### src/rtl/usc_defs.svh
// Offsets, field positions, reset values and timing counts of the serial status block
`ifndef USC_DEFS_SVH
`define USC_DEFS_SVH

`define USC_OFS_STA       4'h0
`define USC_OFS_TXDATA    4'h1
`define USC_OFS_RXDATA    4'h2
`define USC_OFS_MODE      4'h3
`define USC_OFS_BAUD      4'h4

`define USC_B_TXISEL1     15
`define USC_B_TXINV       14
`define USC_B_TXISEL0     13
`define USC_B_BRK         11
`define USC_B_TXEN        10
`define USC_B_TXFULL      9
`define USC_B_TXEMPTY     8
`define USC_B_RXISEL1     7
`define USC_B_RXISEL0     6
`define USC_B_ADDRESS_DETECT_ENABLE       5
`define USC_B_RECEIVER_IDLE_FLAG       4
`define USC_B_PARITY_ERROR_FLAG        3
`define USC_B_FRAMING_ERROR_FLAG        2
`define USC_B_OVERRUN_FLAG        1
`define USC_B_RXDA        0

`define USC_B_INFRARED_CODEC_ENABLE        3
`define USC_B_FMT1        2
`define USC_B_FMT0        1
`define USC_B_STOP2       0

`define USC_BAUD_RST      16'h0006
`define USC_FIFO_DEPTH    4
`define USC_BRK_ZEROS     12

`endif

### src/rtl/usc_pkg.sv
// Types of the serial status and control block
package usc_pkg;
  typedef enum logic [1:0] {
    USC_TX_IDLE  = 2'b00,
    USC_TX_SHIFT = 2'b01,
    USC_TX_STOP  = 2'b11
  } usc_tx_st_t;

  typedef enum logic [1:0] {
    USC_RX_IDLE  = 2'b00,
    USC_RX_DATA  = 2'b01,
    USC_RX_STOP  = 2'b11
  } usc_rx_st_t;

  typedef struct packed {
    logic [3:0]  addr;
    logic [15:0] wdata;
    logic        wr;
    logic        rd;
  } usc_bus_t;

  typedef struct packed {
    logic [8:0] data;
    logic       parity_error_flag;
    logic       framing_error_flag;
  } usc_rx_ent_t;
endpackage

### src/rtl/usc_uart.sv
// Serial transceiver with status/control register, 4-deep FIFOs
//
// How it works
// - Tx select 10: interrupt when a load into shifter empties transmit buffer.
// - Tx select 01: interrupt when last character fully shifted out.
// - Tx select 00: interrupt on every load into shifter; 11 unused.
// - Infrared off: polarity bit set makes line idle low.
// - Infrared on: polarity sense reverses for encoded idle level.
// - Break: start bit, twelve zeros, stop bit; then bit self-clears.
// - Clearing enable aborts transmit, flushes buffer, releases pin to port.
// - Full flag reads one while transmit buffer has no free slot.
// - Empty flag one only when shifter and buffer both empty.
// - Rx select 11: interrupt when transfer makes four buffered.
// - Rx select 10: interrupt when transfer leaves three buffered.
// - Rx select 0x: interrupt on every transfer into buffer.
// - Address detect keeps only ninth-bit-set characters, in 9-bit format.
// - Receiver idle flag resets to one, zero while receiving.
// - Parity error flag belongs to the character at FIFO head.
// - Framing error flag belongs to the character at FIFO head.
// - Overrun set on overflow; software clear flushes buffer and shifter.
// - Data available while receive buffer holds a character.
// - Transmit and receive buffers are four-deep FIFOs.
// - Data format 11 selects 9-bit data without parity.
`timescale 1ns/10ps
`include "usc_defs.svh"

module usc_uart
  import usc_pkg::*;
#(
  parameter int DEPTH = `USC_FIFO_DEPTH
) (
  input  wire logic        i_mclk,
  input  wire logic        i_arst_n,
  input  wire logic [3:0]  i_addr,
  input  wire logic [15:0] i_wdata,
  input  wire logic        i_wr,
  input  wire logic        i_rd,
  input  wire logic        i_rx,
  output logic      [15:0] o_rdata,
  output logic             o_tx,
  output logic             o_tx_oe_n,
  output logic             o_tx_irq,
  output logic             o_rx_irq
);
  import usc_pkg::*;

  // Pointers and counters are sized for four entries only
  if (DEPTH != 4) begin : g_depth_chk
    $error("usc_uart: DEPTH must be 4");
  end

  // ----------------------------------------------------------------
  // State
  // ----------------------------------------------------------------
  typedef struct packed {
    logic [15:0]     rdata;
    logic [1:0]      txisel;
    logic            txinv;
    logic            brk;
    logic            txen;
    logic [1:0]      rxisel;
    logic            address_detect_enable;
    logic            overrun_flag;
    logic            infrared_codec_enable;
    logic [1:0]      fmt;
    logic            stop2;
    logic [15:0]     baud;
    logic [3:0][8:0] txf;
    logic [1:0]      txwp;
    logic [1:0]      txrp;
    logic [2:0]      txcnt;
    usc_tx_st_t      txst;
    logic [15:0]     txdiv;
    logic [13:0]     txsh;
    logic [3:0]      txbits;
    logic            stopn;
    logic            txbrk;
    logic            txline;
    logic            txoe_n;
    logic            txirq;
    logic [3:0][10:0] rxf;
    logic [1:0]      rxwp;
    logic [1:0]      rxrp;
    logic [2:0]      rxcnt;
    usc_rx_st_t      rxst;
    logic [15:0]     rxdiv;
    logic [8:0]      rxsh;
    logic [3:0]      rxbits;
    logic            rxpar;
    logic            rxirq;
  } usc_st_t;

  usc_st_t s_q;
  usc_st_t s_d;

  function automatic logic [15:0] half_of(input logic [15:0] b);
    half_of = {1'b0, b[15:1]};
  endfunction

  function automatic logic [3:0] nbits(input logic [1:0] f);
    nbits = (f == 2'b11) ? 4'd9 : ((f == 2'b00) ? 4'd8 : 4'd9);
  endfunction

  usc_bus_t bus;
  assign bus = '{addr: i_addr, wdata: i_wdata, wr: i_wr, rd: i_rd};

  logic nine_bit;
  logic par_on;
  logic w_sta;
  logic w_tx;
  logic r_rx;
  logic rx_flush;
  logic [15:0] sta;
  logic [10:0] head;
  usc_rx_ent_t ent;
  logic [8:0]  ch;
  logic        keep;
  logic        last;

  always_comb begin
    nine_bit = (s_q.fmt == 2'b11);
    par_on   = (s_q.fmt == 2'b01) || (s_q.fmt == 2'b10);
    w_sta    = bus.wr && (bus.addr == `USC_OFS_STA);
    w_tx     = bus.wr && (bus.addr == `USC_OFS_TXDATA);
    r_rx     = bus.rd && (bus.addr == `USC_OFS_RXDATA) && (s_q.rxcnt != 3'd0);
    rx_flush = w_sta && s_q.overrun_flag && !bus.wdata[`USC_B_OVERRUN_FLAG];
    head     = s_q.rxf[s_q.rxrp];
    sta      = 16'h0000;
    sta[`USC_B_TXISEL1] = s_q.txisel[1];
    sta[`USC_B_TXINV]   = s_q.txinv;
    sta[`USC_B_TXISEL0] = s_q.txisel[0];
    sta[`USC_B_BRK]     = s_q.brk;
    sta[`USC_B_TXEN]    = s_q.txen;
    sta[`USC_B_TXFULL]  = (s_q.txcnt == 3'd4);
    sta[`USC_B_TXEMPTY] = (s_q.txcnt == 3'd0) && (s_q.txst == USC_TX_IDLE);
    sta[`USC_B_RXISEL1] = s_q.rxisel[1];
    sta[`USC_B_RXISEL0] = s_q.rxisel[0];
    sta[`USC_B_ADDRESS_DETECT_ENABLE]   = s_q.address_detect_enable;
    sta[`USC_B_RECEIVER_IDLE_FLAG]   = (s_q.rxst == USC_RX_IDLE);
    sta[`USC_B_PARITY_ERROR_FLAG]    = (s_q.rxcnt != 3'd0) && head[1];
    sta[`USC_B_FRAMING_ERROR_FLAG]    = (s_q.rxcnt != 3'd0) && head[0];
    sta[`USC_B_OVERRUN_FLAG]    = s_q.overrun_flag;
    sta[`USC_B_RXDA]    = (s_q.rxcnt != 3'd0);
  end

  // ----------------------------------------------------------------
  // Next state
  // ----------------------------------------------------------------
  always_comb begin
    s_d       = s_q;
    s_d.txirq = 1'b0;
    s_d.rxirq = 1'b0;
    ent       = '0;
    ch        = '0;
    keep      = 1'b0;
    last      = 1'b0;

    // Register reads, data one cycle later
    unique case (bus.addr)
      `USC_OFS_STA:    s_d.rdata = sta;
      `USC_OFS_RXDATA: s_d.rdata = {7'h00, head[10:2]};
      `USC_OFS_MODE:   s_d.rdata = {12'h000, s_q.infrared_codec_enable, s_q.fmt, s_q.stop2};
      `USC_OFS_BAUD:   s_d.rdata = s_q.baud;
      default:         s_d.rdata = 16'h0000;
    endcase
    if (!bus.rd) s_d.rdata = 16'h0000;

    if (w_sta) begin
      s_d.txisel = {bus.wdata[`USC_B_TXISEL1], bus.wdata[`USC_B_TXISEL0]};
      s_d.txinv  = bus.wdata[`USC_B_TXINV];
      s_d.brk    = s_q.brk | bus.wdata[`USC_B_BRK];
      s_d.txen   = bus.wdata[`USC_B_TXEN];
      s_d.rxisel = bus.wdata[`USC_B_RXISEL1:`USC_B_RXISEL0];
      s_d.address_detect_enable  = bus.wdata[`USC_B_ADDRESS_DETECT_ENABLE];
    end
    if (bus.wr && bus.addr == `USC_OFS_MODE) begin
      s_d.infrared_codec_enable  = bus.wdata[`USC_B_INFRARED_CODEC_ENABLE];
      s_d.fmt   = bus.wdata[`USC_B_FMT1:`USC_B_FMT0];
      s_d.stop2 = bus.wdata[`USC_B_STOP2];
    end
    if (bus.wr && bus.addr == `USC_OFS_BAUD) s_d.baud = bus.wdata;

    // Transmit FIFO write; full buffer drops the word
    if (w_tx && s_q.txen && s_q.txcnt != 3'd4) begin
      s_d.txf[s_q.txwp] = bus.wdata[8:0];
      s_d.txwp  = s_q.txwp + 2'd1;
      s_d.txcnt = s_d.txcnt + 3'd1;
    end

    // Transmitter
    unique case (s_q.txst)
      USC_TX_IDLE: begin
        if (s_q.txcnt != 3'd0) begin
          s_d.txrp  = s_q.txrp + 2'd1;
          s_d.txcnt = s_d.txcnt - 3'd1;
          s_d.txdiv = s_q.baud;
          s_d.txst  = USC_TX_SHIFT;
          s_d.txline = 1'b0;
          s_d.txbrk  = s_q.brk;
          if (s_q.brk) begin
            s_d.txsh   = 14'h0000;
            s_d.txbits = 4'(`USC_BRK_ZEROS);
          end else begin
            s_d.txsh   = {4'h0, ^s_q.txf[s_q.txrp][7:0] ^ (s_q.fmt == 2'b10),
                          nine_bit ? s_q.txf[s_q.txrp] : {1'b0, s_q.txf[s_q.txrp][7:0]}};
            s_d.txbits = (nine_bit || par_on) ? 4'd9 : 4'd8;
            if (par_on) s_d.txsh[8] = ^s_q.txf[s_q.txrp][7:0] ^ (s_q.fmt == 2'b10);
          end
          // Load interrupts
          if (s_q.txisel == 2'b00) s_d.txirq = 1'b1;
          if (s_q.txisel == 2'b10 && s_d.txcnt == 3'd0) s_d.txirq = 1'b1;
        end
      end
      USC_TX_SHIFT: begin
        if (s_q.txdiv == 16'h0000) begin
          s_d.txdiv  = s_q.baud;
          s_d.txline = s_q.txsh[0];
          s_d.txsh   = {1'b0, s_q.txsh[13:1]};
          s_d.txbits = s_q.txbits - 4'd1;
          if (s_q.txbits == 4'd0) begin
            s_d.txline = 1'b1;
            s_d.stopn  = s_q.stop2;
            s_d.txst   = USC_TX_STOP;
          end
        end else begin
          s_d.txdiv = s_q.txdiv - 16'h0001;
        end
      end
      USC_TX_STOP: begin
        if (s_q.txdiv == 16'h0000) begin
          s_d.txdiv = s_q.baud;
          if (s_q.stopn) begin
            s_d.stopn = 1'b0;
          end else begin
            s_d.txst = USC_TX_IDLE;
            // Only a finished break frame clears it; a new request wins
            if (s_q.txbrk) s_d.brk = w_sta && bus.wdata[`USC_B_BRK];
            last = (s_q.txcnt == 3'd0);
            if (s_q.txisel == 2'b01 && last) s_d.txirq = 1'b1;
          end
        end else begin
          s_d.txdiv = s_q.txdiv - 16'h0001;
        end
      end
      default: s_d.txst = USC_TX_IDLE;
    endcase

    // Disable aborts and flushes; pin goes back to port
    if (!s_d.txen) begin
      s_d.txst   = USC_TX_IDLE;
      s_d.txcnt  = 3'd0;
      s_d.txwp   = 2'd0;
      s_d.txrp   = 2'd0;
      s_d.txline = 1'b1;
    end
    s_d.txoe_n = ~s_d.txen;

    // Receiver, mid-bit sampling
    unique case (s_q.rxst)
      USC_RX_IDLE: begin
        if (!i_rx) begin
          s_d.rxdiv  = half_of(s_q.baud);
          s_d.rxbits = nbits(s_q.fmt);
          s_d.rxst   = USC_RX_DATA;
          s_d.rxsh   = '0;
          s_d.rxpar  = 1'b0;
        end
      end
      USC_RX_DATA: begin
        if (s_q.rxdiv == 16'h0000) begin
          s_d.rxdiv = s_q.baud;
          if (s_q.rxbits == nbits(s_q.fmt) && s_q.rxsh == '0 && s_q.rxpar == 1'b0) begin
            s_d.rxpar = 1'b1;
            if (i_rx) s_d.rxst = USC_RX_IDLE;
          end else begin
            s_d.rxsh   = {i_rx, s_q.rxsh[8:1]};
            s_d.rxbits = s_q.rxbits - 4'd1;
            if (s_q.rxbits == 4'd1) s_d.rxst = USC_RX_STOP;
          end
        end else begin
          s_d.rxdiv = s_q.rxdiv - 16'h0001;
        end
      end
      USC_RX_STOP: begin
        if (s_q.rxdiv == 16'h0000) begin
          s_d.rxst  = USC_RX_IDLE;
          s_d.rxpar = 1'b0;
          ch = nine_bit ? s_q.rxsh : {1'b0, s_q.rxsh[8:1]};
          if (s_q.fmt == 2'b00) ch = {1'b0, s_q.rxsh[8:1]};
          ent.data = par_on ? {1'b0, s_q.rxsh[7:0]} : ch;
          ent.parity_error_flag = par_on && ((^s_q.rxsh) != (s_q.fmt == 2'b10));
          ent.framing_error_flag = !i_rx;
          keep = !(s_q.address_detect_enable && nine_bit && !ent.data[8]);
          if (keep && s_q.overrun_flag) begin
            keep = 1'b0;
          end else if (keep && s_q.rxcnt == 3'd4 && !r_rx) begin
            keep = 1'b0;
            s_d.overrun_flag = 1'b1;
          end
          if (keep) begin
            s_d.rxf[s_q.rxwp] = {ent.data, ent.parity_error_flag, ent.framing_error_flag};
            s_d.rxwp = s_q.rxwp + 2'd1;
            unique case (s_q.rxisel)
              2'b11:   s_d.rxirq = ((s_q.rxcnt - {2'b00, r_rx}) == 3'd3);
              2'b10:   s_d.rxirq = ((s_q.rxcnt - {2'b00, r_rx}) == 3'd2);
              default: s_d.rxirq = 1'b1;
            endcase
          end
        end else begin
          s_d.rxdiv = s_q.rxdiv - 16'h0001;
        end
      end
      default: s_d.rxst = USC_RX_IDLE;
    endcase

    if (r_rx) s_d.rxrp = s_q.rxrp + 2'd1;
    s_d.rxcnt = s_q.rxcnt + {2'b00, keep} - {2'b00, r_rx};
    // Overrun can only be cleared; flush last so no receiver step undoes it
    if (rx_flush) begin
      s_d.overrun_flag  = 1'b0;
      s_d.rxcnt = 3'd0;
      s_d.rxwp  = 2'd0;
      s_d.rxrp  = 2'd0;
      s_d.rxsh  = '0;
      s_d.rxst  = USC_RX_IDLE;
      s_d.rxpar = 1'b0;
      s_d.rxirq = 1'b0;
    end
  end

  // ----------------------------------------------------------------
  // Registers
  // ----------------------------------------------------------------
  always_ff @(posedge i_mclk or negedge i_arst_n) begin
    if (!i_arst_n) begin
      s_q        <= '0;
      s_q.baud   <= `USC_BAUD_RST;
      s_q.txline <= 1'b1;
      s_q.txoe_n <= 1'b1;
    end else begin
      s_q <= s_d;
    end
  end

  // Polarity after infrared sense reversal; encoder itself lives elsewhere
  always_ff @(posedge i_mclk or negedge i_arst_n) begin
    if (!i_arst_n) begin
      o_tx <= 1'b1;
    end else begin
      o_tx <= s_d.txline ^ (s_d.txinv ^ s_d.infrared_codec_enable);
    end
  end

  assign o_rdata   = s_q.rdata;
  assign o_tx_oe_n = s_q.txoe_n;
  assign o_tx_irq  = s_q.txirq;
  assign o_rx_irq  = s_q.rxirq;
endmodule

### config.mk
export PLATFORM = sky130hd
export DESIGN_NAME = usc_uart
export DESIGN_NICKNAME = d
export VERILOG_FILES = /design/src/rtl/usc_pkg.sv /design/src/rtl/usc_uart.sv
export VERILOG_INCLUDE_DIRS = /design/src /design/src/rtl
export SDC_FILE = /design/constraint.sdc
export NUM_CORES = 1
export LEC_CHECK = 0
export ABC_AREA = 1
export BUFFER_PORTS_ARGS = -buffer_cell sky130_fd_sc_hd__buf_4
export CORE_AREA = 10 10 171 173
export CTS_BUF_LIST = sky130_fd_sc_hd__clkbuf_8
export CTS_CLUSTER_SIZE = 10
export DETAILED_ROUTE_END_ITERATION = 16
export DIE_AREA = 0 0 181 183
export HOLD_SLACK_MARGIN = 0.15
export PLACE_DENSITY_LB_ADDON = 0.2
export SLEW_MARGIN = 5
export SYNTH_ARGS = -nofsm -noshare
export SYNTH_HDL_FRONTEND = slang
export SYNTH_SLANG_ARGS = --single-unit
### constraint.sdc
create_clock -name i_mclk -period 3.05 [get_ports i_mclk]
set_input_delay 0 -clock i_mclk [delete_from_list [all_inputs] [get_ports i_mclk]]
set_output_delay 0 -clock i_mclk [all_outputs]
set_load 0.05 [all_outputs]
Word level (Yosys, flattened, before mapping)
Cells that the tools add are included.
{"block": "op_classes", "addsub": 13, "order_cmp": 6, "n_eq_ne": 47, "muxes": 95, "n_bitwise": 6, "reduce_logical": 75}
{"operator": "2-to-1 mux 9 bit", "n": 11}
{"operator": "2-to-1 mux 16 bit", "n": 4}
{"operator": "one-hot mux 16 bit (4 select lines)", "n": 1}
{"operator": "one-hot mux 16 bit (3 select lines)", "n": 1}
{"operator": "bitwise mux 44 bit", "n": 1}
{"operator": "2-to-1 mux 41 bit", "n": 1}
{"operator": "bitwise mux 36 bit", "n": 1}
{"operator": "one-hot mux 18 bit (2 select lines)", "n": 1}
{"operator": "2-to-1 mux 1 bit", "n": 34}
{"operator": "logical NOT 16 bit", "n": 2}
{"operator": "2-to-1 mux 2 bit", "n": 16}
{"operator": "2-to-1 mux 32 bit", "n": 1}
{"operator": "one-hot mux 16 bit (2 select lines)", "n": 1}
{"operator": "subtractor 16 x 1 -> 16 bit, second input constant", "n": 2}
{"operator": "inequality test 3 bit, second input constant", "n": 10}
{"operator": "2-to-1 mux 14 bit", "n": 2}
{"operator": "logical AND 1 bit", "n": 26}
{"operator": "one-hot mux 13 bit (2 select lines)", "n": 1}
{"operator": "binary-select mux 11 bit (select 2 bit)", "n": 1}
{"operator": "demux 11 bit (select 2 bit)", "n": 1}
{"operator": "2-to-1 mux 11 bit", "n": 2}
{"operator": "2-to-1 mux 19 bit", "n": 1}
{"operator": "binary-select mux 9 bit (select 2 bit)", "n": 1}
{"operator": "demux 9 bit (select 2 bit)", "n": 1}
{"operator": "48 further kinds", "n": 119}
{"block": "totals", "register_bits": 214, "in_bits": 25, "output_inout_bits": 20, "elab_cells": 284}

Longest topological paths before layout
Gate-level depths: netlist (run 1).
{"block": "depth", "ltp_word": 20, "ltp_mapped": 16, "ltp_nobuf": 15}

Worst setup path after synthesis (run 1)
Ideal clock, no wire load.
{"block": "synth_timing", "path_kind": "reg-to-reg", "from": "register s_q[15] in the netlist's numbering", "to": "register s_q[34] in the netlist's numbering", "setup_time_ps": 120, "t_arrival_ps": 2132, "setup_slack_ps": 798, "path_stages_with_launch": 13, "synth_period_minus_slack_ps": 2252, "path_cell_list": "dfrtp_1 inv_1 ha_1 nand4_1 nor2_4 nand4_4 nor3b_2 nand3_1 inv_1 ha_1 fa_1 inv_1 nor2_1"}
{"element": "start, declared", "line": "usc_uart.sv:93", "rtl": "usc_st_t s_q;"}

Worst setup path after layout (run 1)
{"block": "layout_timing", "from": "input port i_addr[3]", "to": "register s_q[77] in the netlist's numbering"}
{"block": "layout_via", "elab_chain_len": 10}
{"element": "start, declared", "line": "usc_uart.sv:34", "rtl": "input wire logic [3:0] i_addr,"}
{"element": "equality test 4 x 2 -> 1 bit"}
{"element": "logical AND 1 bit (2 in a row)", "line": "usc_uart.sv:125", "rtl": "r_rx = bus.rd && (bus.addr == `USC_OFS_RXDATA) && (s_q.rxcnt != 3'd0);"}
{"element": "logical NOT 1 bit", "line": "usc_uart.sv:296", "rtl": "end else if (keep && s_q.rxcnt == 3'd4 && !r_rx) begin"}
{"element": "logical AND 1 bit", "line": "usc_uart.sv:296"}
{"element": "2-to-1 mux 1 bit", "line": "usc_uart.sv:296"}
{"element": "2-to-1 mux 1 bit", "line": "usc_uart.sv:294", "rtl": "if (keep && s_q.overrun_flag) begin"}
{"element": "2-to-1 mux 1 bit", "line": "usc_uart.sv:285", "rtl": "if (s_q.rxdiv == 16'h0000) begin"}
{"element": "2-to-1 mux 1 bit", "line": "usc_uart.sv:259", "rtl": "unique case (s_q.rxst)"}
{"element": "AND reduction 3 bit (no source line)"}
Every way passes these cells. The select of a mux whose other input is x is not followed.
A chain may end at the register's enable or synchronous reset.

==> flow_summary_export.csv, run 1 <==
group,metric,value,unit
outcome,status,"finished, final reports clean",
layout,final_cell_area,0.01307,mm^2
floorplan,start_util,44.46,%
critical_path,slowest_delay,0.71,ns
layout,n_antenna_cell,0,
timing,worst_pin_slew,0.9336,ns
layout,layout-drive-gt1-share,12.90,%
layout,layout_commonest_cell,"nand2_1",
logic_synthesis,syn-cell-area,0.01145,mm^2
critical_path,crit_path_top_delay_cell,"dlygate4sd3_1",
floorplan,die_h,183,um
floorplan,dieArea,0.03312,mm^2
route,totalWireLength,31.83,mm
clock_tree,worstSkewPairLatency,0.54,ns
global_route,grt_max_degree,80,
layout,fillers,2529,
logic_synthesis,syn_nets,1485,
floorplan,io_pins,45,
layout,syn_to_final_growth,14.12,%
critical_path,worstPathRequired,3.42,ns
route,first_iter_violations,746,
placed_design,place_area,0.01202,mm^2
placed_design,io_buffers,44,
route,num_vias,9835,
route,drc,0,
global_route,overflow,0,
critical_path,critPathArrivalTime,3.12,ns
timing,min_period,2.750,ns
min_path,worstHoldPathType,"in2reg",
timing,whs,0.2381,ns
global_route,use_met1,25.65,%
clock_tree,cts_setup_buffers,0,
min_path,min_from,"i_wdata[9]",
timing,slew_viol_final,0,
logic_synthesis,syn_inst,1427,
clock_tree,clock_path_buffers,3,
global_route,grt_pass1_wl,51.69,mm
timing,finalSetupViolCount,0,
route,ant_nets,0,
critical_path,r2r_setup_slack,0.50,ns
min_path,hold_depth,3,
critical_path,cp-start-kind,"primary input",
placed_design,place_hpwl,22.06,mm
floorplan,rows,59,
route,wl_per_cell,17.10,um
critical_path,crit_chain,"dlygate4sd3_1, buf_4, or2_4, nor3_4, dlygate4sd3_1, nand2_2, nand2_2, nand3_2, nor2_4, nand3_2, nand2_1, o21ai_1",
global_route,use_met3,3.858,%
global_route,antenna_found_initial,0,
timing,rsz0062_at_grt,"false",
global_route,busiest_layer,"met2",
critical_path,worstRegToRegCells,14,
critical_path,critPathBufInv,3,
timing,final_hold_viol_count,0,
logic_synthesis,ys_ff_latch,210,
run,maxCapViolCount,0,
floorplan,die_x,181,um
route,routed_via_density,5.282,
timing,finalCritPeriodShare,90.16,%
logic_synthesis,synth_warnings,0,
power_and_ir_drop,p_per_area,889.3,mW/mm^2
timing,slew_headroom,37.61,%
clock_tree,cts_max_level,2,
route,dr.pass1.iters,5,
global_route,grt_pass1_vias,9556,
timing,skew,0.03158,ns
layout,final_cell_mix,"369 x nand2_1, 205 x dfrtp_1, 151 x inv_1",
floorplan,fp.coreArea,0.02576,mm^2
timing,timing.fmax,363.6,MHz
clock_tree,cts.sinks,210,
critical_path,r2r_start,"s_q[185]$_DFFE_PN0P_",
min_path,hold-path-endpoint,"s_q[177]$_DFFE_PN0P_",
global_route,grt_usage,18.92,%
critical_path,reg2reg_to,"s_q[35]$_DFF_PN0_",
critical_path,critPathCaptureType,"flip-flop",
timing,tns,0,ns
logic_synthesis,syn-mean-instance-area,8.027,um^2
clock_tree,cts_buffers,39,
clock_tree,cts_tree,"done",
critical_path,crit_type,"in2reg",
power_and_ir_drop,p_leak,6.373,nW
clock_tree,path_clk_slew,0.06,ns
logic_synthesis,ys_seq_area_share,45.93,%
critical_path,cp_max_fo,22,
placed_design,place_congestion,0.8506,
critical_path,crit_family,"simple AND/OR/NAND/NOR gates",
global_route,grtUsageMet2,30.13,%
clock_tree,root_buffer,"clkbuf_8",
logic_synthesis,ys_types,52,
power_and_ir_drop,ir_worst_vdd,0.0003733,V
layout,nNetsFinal,1561,
layer usage:
layer,up-vias,share of wire (%)
met5,-,0
met4,0,2.3
met3,51,5.0
met2,195,46
met1,4729,47
li1,4860,-
sequential cells by signal (all words and copies together) (netlist names):
| name | cells |
|---|---|
| o_tx_oe_n | 1 |
| o_rdata | 16 |
| o_tx_irq | 1 |
| o_tx | 1 |
| o_rx_irq | 1 |
| s_q | 190 |
tightest hold or removal path: cells and delay by family:
kind	cells	cell delay, ns
mux	1	0.13
buf+inv	2	0.63
repair_timing:
action	4_1_cts	5_1_grt
setup endpoints to repair	0	0
gates resized for setup	0	0
hold buffers	33	0
endpoints found under the hold margin	290	0
cell type report:
class / instances / area [um^2] / share of cell area, %
inverter: 149 / 559.3 / 4.278
timing repair buffer: 99 / 850.8 / 6.508
clock buffer: 46 / 633.1 / 4.843
tap: 335 / 419.2 / 3.206
clock inverter: 19 / 76.32 / 0.5838
sequential: 210 / 5261 / 40.25
multi-input combinational: 1004 / 5273 / 40.33
power by group:
part | switching [mW] | internal, mW | leakage (nW)
Sequential | 0.544 | 3.45 | 2.75
Combinational | 3.38 | 1.74 | 3.20
Clock | 1.16 | 1.35 | 0.425
worst max path at each step:
stage                                    start                  end  slack, ns  cells after the start
after floorplan            s_q[15]$_DFFE_PN0P_    s_q[34]$_DFF_PN0_       0.80                     12
after global placement    s_q[185]$_DFFE_PN0P_    s_q[34]$_DFF_PN0_       0.54                     12
after detailed placement  s_q[185]$_DFFE_PN0P_    s_q[35]$_DFF_PN0_       0.53                     14
after CTS                            i_addr[3]    s_q[35]$_DFF_PN0_       0.31                     13
after global routing                 i_addr[3]  s_q[55]$_DFFE_PN0P_       0.12                     12
final                                i_addr[3]  s_q[77]$_DFFE_PN0P_       0.30                     12
cell families (layout without fill, tap and decap cells):
| logic type | count (synthesis) | count (layout) | share of synthesized area (%) |
|---|---|---|---|
| compound gates | 330 | 330 | 16.93 |
| flops | 210 | 210 | 45.93 |
| buf+inv | 213 | 313 | 8.039 |
| fa+ha+maj | 33 | 33 | 3.670 |
| xor+xnor | 28 | 28 | 2.141 |
| mux | 3 | 3 | 0.2949 |
| simple gates | 610 | 610 | 22.99 |
stage by stage:
step	cells	total power, mW	util, %	worst slack, ns
6_report	1862	11.63	50.74	0.3001
5_1_grt	1862	12.61	50.74	0.1249
4_1_cts	1862	11.69	50.74	0.3114
3_5_place_dp	1764	9.083	46.64	0.5264
3_3_place_gp	1764	8.981	46.64	0.5445
2_1_floorplan	1427	7.701	-	0.7979
synth_stat cells, drive strengths merged:
cell type | count | share of area [%]
a211oi | 2 | 0.13
nand3b | 1 | 0.066
mux2 | 3 | 0.29
a32oi | 7 | 0.54
o31ai | 1 | 0.066
nand3 | 73 | 3.5
o221ai | 13 | 0.99
clkinv | 3 | 0.098
o22ai | 20 | 1.1
o21ai | 180 | 8.6
nor4 | 1 | 0.055
o21a | 1 | 0.066
xor2 | 22 | 1.7
clkbuf | 24 | 0.79
nor3b | 1 | 0.11
a22o | 1 | 0.076
o211ai | 6 | 0.39
inv | 146 | 4.8
a22oi | 11 | 0.72
nand4 | 14 | 0.90
dfrtp | 205 | 45
fa | 1 | 0.17
o21bai | 4 | 0.26
or2 | 7 | 0.40
dfstp | 5 | 1.1
a31oi | 3 | 0.16
a21oi | 73 | 3.2
nor2 | 116 | 4.3
nor3 | 16 | 0.98
a221o | 2 | 0.17
nand2 | 381 | 13
a221oi | 5 | 0.44
xnor2 | 6 | 0.46
o41ai | 1 | 0.076
ha | 32 | 3.5
buf | 40 | 2.4
Note: power is estimated with default switching activity, not from simulation.
==> run 2: changes to the inputs <==
--- a/config.mk
+++ b/config.mk
@@ -6,13 +6,12 @@
 export SDC_FILE = /design/constraint.sdc
 export NUM_CORES = 1
 export LEC_CHECK = 0
-export ABC_AREA = 1
 export BUFFER_PORTS_ARGS = -buffer_cell sky130_fd_sc_hd__buf_4
-export CORE_AREA = 10 10 171 173
+export CORE_AREA = 10 10 167 169
 export CTS_BUF_LIST = sky130_fd_sc_hd__clkbuf_8
 export CTS_CLUSTER_SIZE = 10
 export DETAILED_ROUTE_END_ITERATION = 16
-export DIE_AREA = 0 0 181 183
+export DIE_AREA = 0 0 177 179
 export HOLD_SLACK_MARGIN = 0.15
 export PLACE_DENSITY_LB_ADDON = 0.2
 export SLEW_MARGIN = 5
==> flow_summary_export.csv, run 2 <==
group,metric,value,unit
logic_synthesis,syn-mean-instance-area,10.58,um^2
power_and_ir_drop,p_per_area,803.7,mW/mm^2
floorplan,dieArea,0.03168,mm^2
global_route,overflow,0,
route,num_vias,8282,
power_and_ir_drop,ir_worst_vdd,0.0003862,V
logic_synthesis,synth_warnings,0,
route,routed_via_density,5.634,
floorplan,io_pins,45,
placed_design,dp_cells,1371,
critical_path,critPathArrivalTime,3.17,ns
timing,tns,0,ns
clock_tree,cts_tree,"done",
critical_path,cp-start-kind,"flip-flop",
critical_path,worstRegToRegCells,8,
logic_synthesis,synth_top_area_share,47.28,%
layout,n_antenna_cell,0,
layout,final_cells,1470,
logic_synthesis,yosys.area.top_type,"dfrtp_1",
layout,largest_register_ffs,190,
route,top_layer,"met4",
route,dr.pass1.iters,6,
timing,final_hold_viol_count,0,
route,wl_per_cell,19.88,um
timing,timing.fmax,363.6,MHz
timing,finalSetupViolCount,0,
clock_tree,cts.sinks,210,
clock_tree,worstSkewPairLatency,0.54,ns
clock_tree,cts_resized,0,
logic_synthesis,ys_types,76,
floorplan,die_h,179,um
floorplan,start_util,43.84,%
clock_tree,path_clk_slew,0.06,ns
global_route,grt_max_degree,69,
global_route,antenna_found_initial,0,
clock_tree,cts_max_level,2,
layout,fillers,2250,
timing,skew,0.02157,ns
logic_synthesis,ys_ff_latch,210,
run,maxCapViolCount,0,
route,totalWireLength,29.23,mm
logic_synthesis,synth_edf_count,0,
timing,slew_headroom,24.26,%
clock_tree,clock_path_buffers,3,
placed_design,place_hpwl,20.11,mm
critical_path,crit_chain,"inv_1, ha_1, or3b_2, a311oi_1, and3_1, ha_1, fa_1, nor2b_1",
route,dr_wl_met3,1.589,mm
route,ant_nets,0,
layout,syn_to_final_growth,17.16,%
layout,largest-register,"s_q",
logic_synthesis,synth_top_flop_cell,"dfrtp_1",
route,m1WireLength,13.98,mm
timing,min_period,2.750,ns
route,wl_met2,12.94,mm
layout,final_cell_mix,"205 x dfrtp_1, 99 x nand2_1, 92 x o21ai_0",
logic_synthesis,ys_async_sr_fraction,100.0,%
logic_synthesis,yosysMostFrequentCell,"dfrtp_1",
critical_path,slowest_delay,0.44,ns
min_path,worstHoldPathType,"in2reg",
critical_path,cp_max_fo,4,
layout,final_cell_area,0.01271,mm^2
timing,finalCritPeriodShare,90.18,%
timing,slew_viol_final,0,
critical_path,cp_common_cell,"ha_1",
timing,worst_pin_slew,1.128,ns
placed_design,io_buffers,44,
clock_tree,cts_buffers,39,
clock_tree,cts_setup_buffers,0,
global_route,grt_usage,18.62,%
logic_synthesis,syn_inst,1025,
floorplan,fp.coreArea,0.02475,mm^2
global_route,grt_pass1_wl,46.50,mm
floorplan,rows,58,
route,first_iter_violations,639,
clock_tree,root_buffer,"clkbuf_8",
layout,layout-drive-gt1-share,21.05,%
min_path,hold_depth,3,
critical_path,crit_path_top_delay_cell,"or3b_2",
clock_tree,cts_hold_buf,28,
outcome,status,"finished, final reports clean",
critical_path,crit_type,"reg2reg",
critical_path,worstPathRequired,3.47,ns
timing,rsz0062_at_grt,"false",
route,drc,0,
floorplan,die_x,177,um
critical_path,critPathCaptureType,"flip-flop",
logic_synthesis,yosys-top-cells-area,"dfrtp_1 47%, mux2_2 6.6%, o21ai_0 4.2%",
global_route,grt_pass1_vias,8170,
logic_synthesis,ys_seq_area_share,48.49,%
logic_synthesis,syn-cell-area,0.01085,mm^2
placed_design,place_area,0.01158,mm^2
logic_synthesis,ys_top_cells_by_count,"205 x dfrtp_1, 99 x nand2_1, 92 x o21ai_0",
logic_synthesis,syn_nets,1083,
layout,layout_commonest_cell,"dfrtp_1",
power_and_ir_drop,p_leak,5.719,nW
layout,nNetsFinal,1168,
placed_design,place_congestion,0.9002,
run 2: worst max-delay path: cells and delay by family, from the launching register on:
family / cells / cell delay (ns)
adders and majority gates: 3 / 0.93
and+or+nand+nor: 3 / 0.90
buffers and inverters: 1 / 0.08
DFF: 1 / 0.40
AOI/OAI and AO/OA: 1 / 0.31
run 2: per-layer routing:
layer | vias to the layer above | GRT usage [%]
li1 | 3886 | -
met1 | 4124 | 26.88
met2 | 221 | 27.89
met3 | 51 | 3.412
met4 | 0 | 5.499
met5 | - | 0
run 2: through the flow:
stage	power [mW]	hold slack [ns]	setup slack, ns	utilization [%]
final	10.22	0.2588	0.2996	51.37
after global routing	10.89	0.2642	0.1589	51.37
after floorplan	6.315	-0.2956	0.4266	-
after CTS	10.29	0.2333	0.3177	51.37
after global placement	7.316	0.09637	0.4404	46.78
after detailed placement	7.372	0.09558	0.3284	46.78
run 2: area by class of cell:
| cell class | instances | area (um^2) | area share (%) |
|---|---|---|---|
| multi-input combinational | 701 | 5095 | 40.08 |
| tap | 330 | 412.9 | 3.248 |
| clock buffer | 53 | 729.5 | 5.739 |
| clock inverter | 18 | 106.4 | 0.8367 |
| inverter | 50 | 187.7 | 1.477 |
| sequential | 210 | 5261 | 41.39 |
| timing repair buffer | 108 | 918.4 | 7.225 |
run 2: cell families after synthesis:
group           count (synthesis)  share of synthesized area [%]
flops                         210                          48.50
compound gates                251                          14.88
xor+xnor                       32                          2.906
buf+inv                       114                          4.636
simple gates                  288                          12.97
fa+ha+maj                      33                          3.875
mux                            97                          12.24
run 2: worst paths after layout:
path	slack, ns	endpoint	from
worst max-delay path	0.30	s_q[34]$_DFF_PN0_	s_q[185]$_DFFE_PN0P_
worst min register to register	0.47	s_q[82]$_DFFE_PN0P_	s_q[82]$_DFFE_PN0P_
worst min-delay path	0.26	s_q[180]$_DFFE_PN0P_	i_wdata[12]
worst max register to register	0.30	s_q[34]$_DFF_PN0_	s_q[185]$_DFFE_PN0P_
min in group asynchronous	0.48	s_q[15]$_DFFE_PN0P_	i_arst_n
max in group asynchronous	1.92	s_q[169]$_DFFE_PN1P_	i_arst_n
run 2: power by group:
part	internal (mW)	total, mW	switching [mW]
combinational	1.48	3.38	1.90
clock	1.63	2.83	1.19
sequential	3.32	4.01	0.688
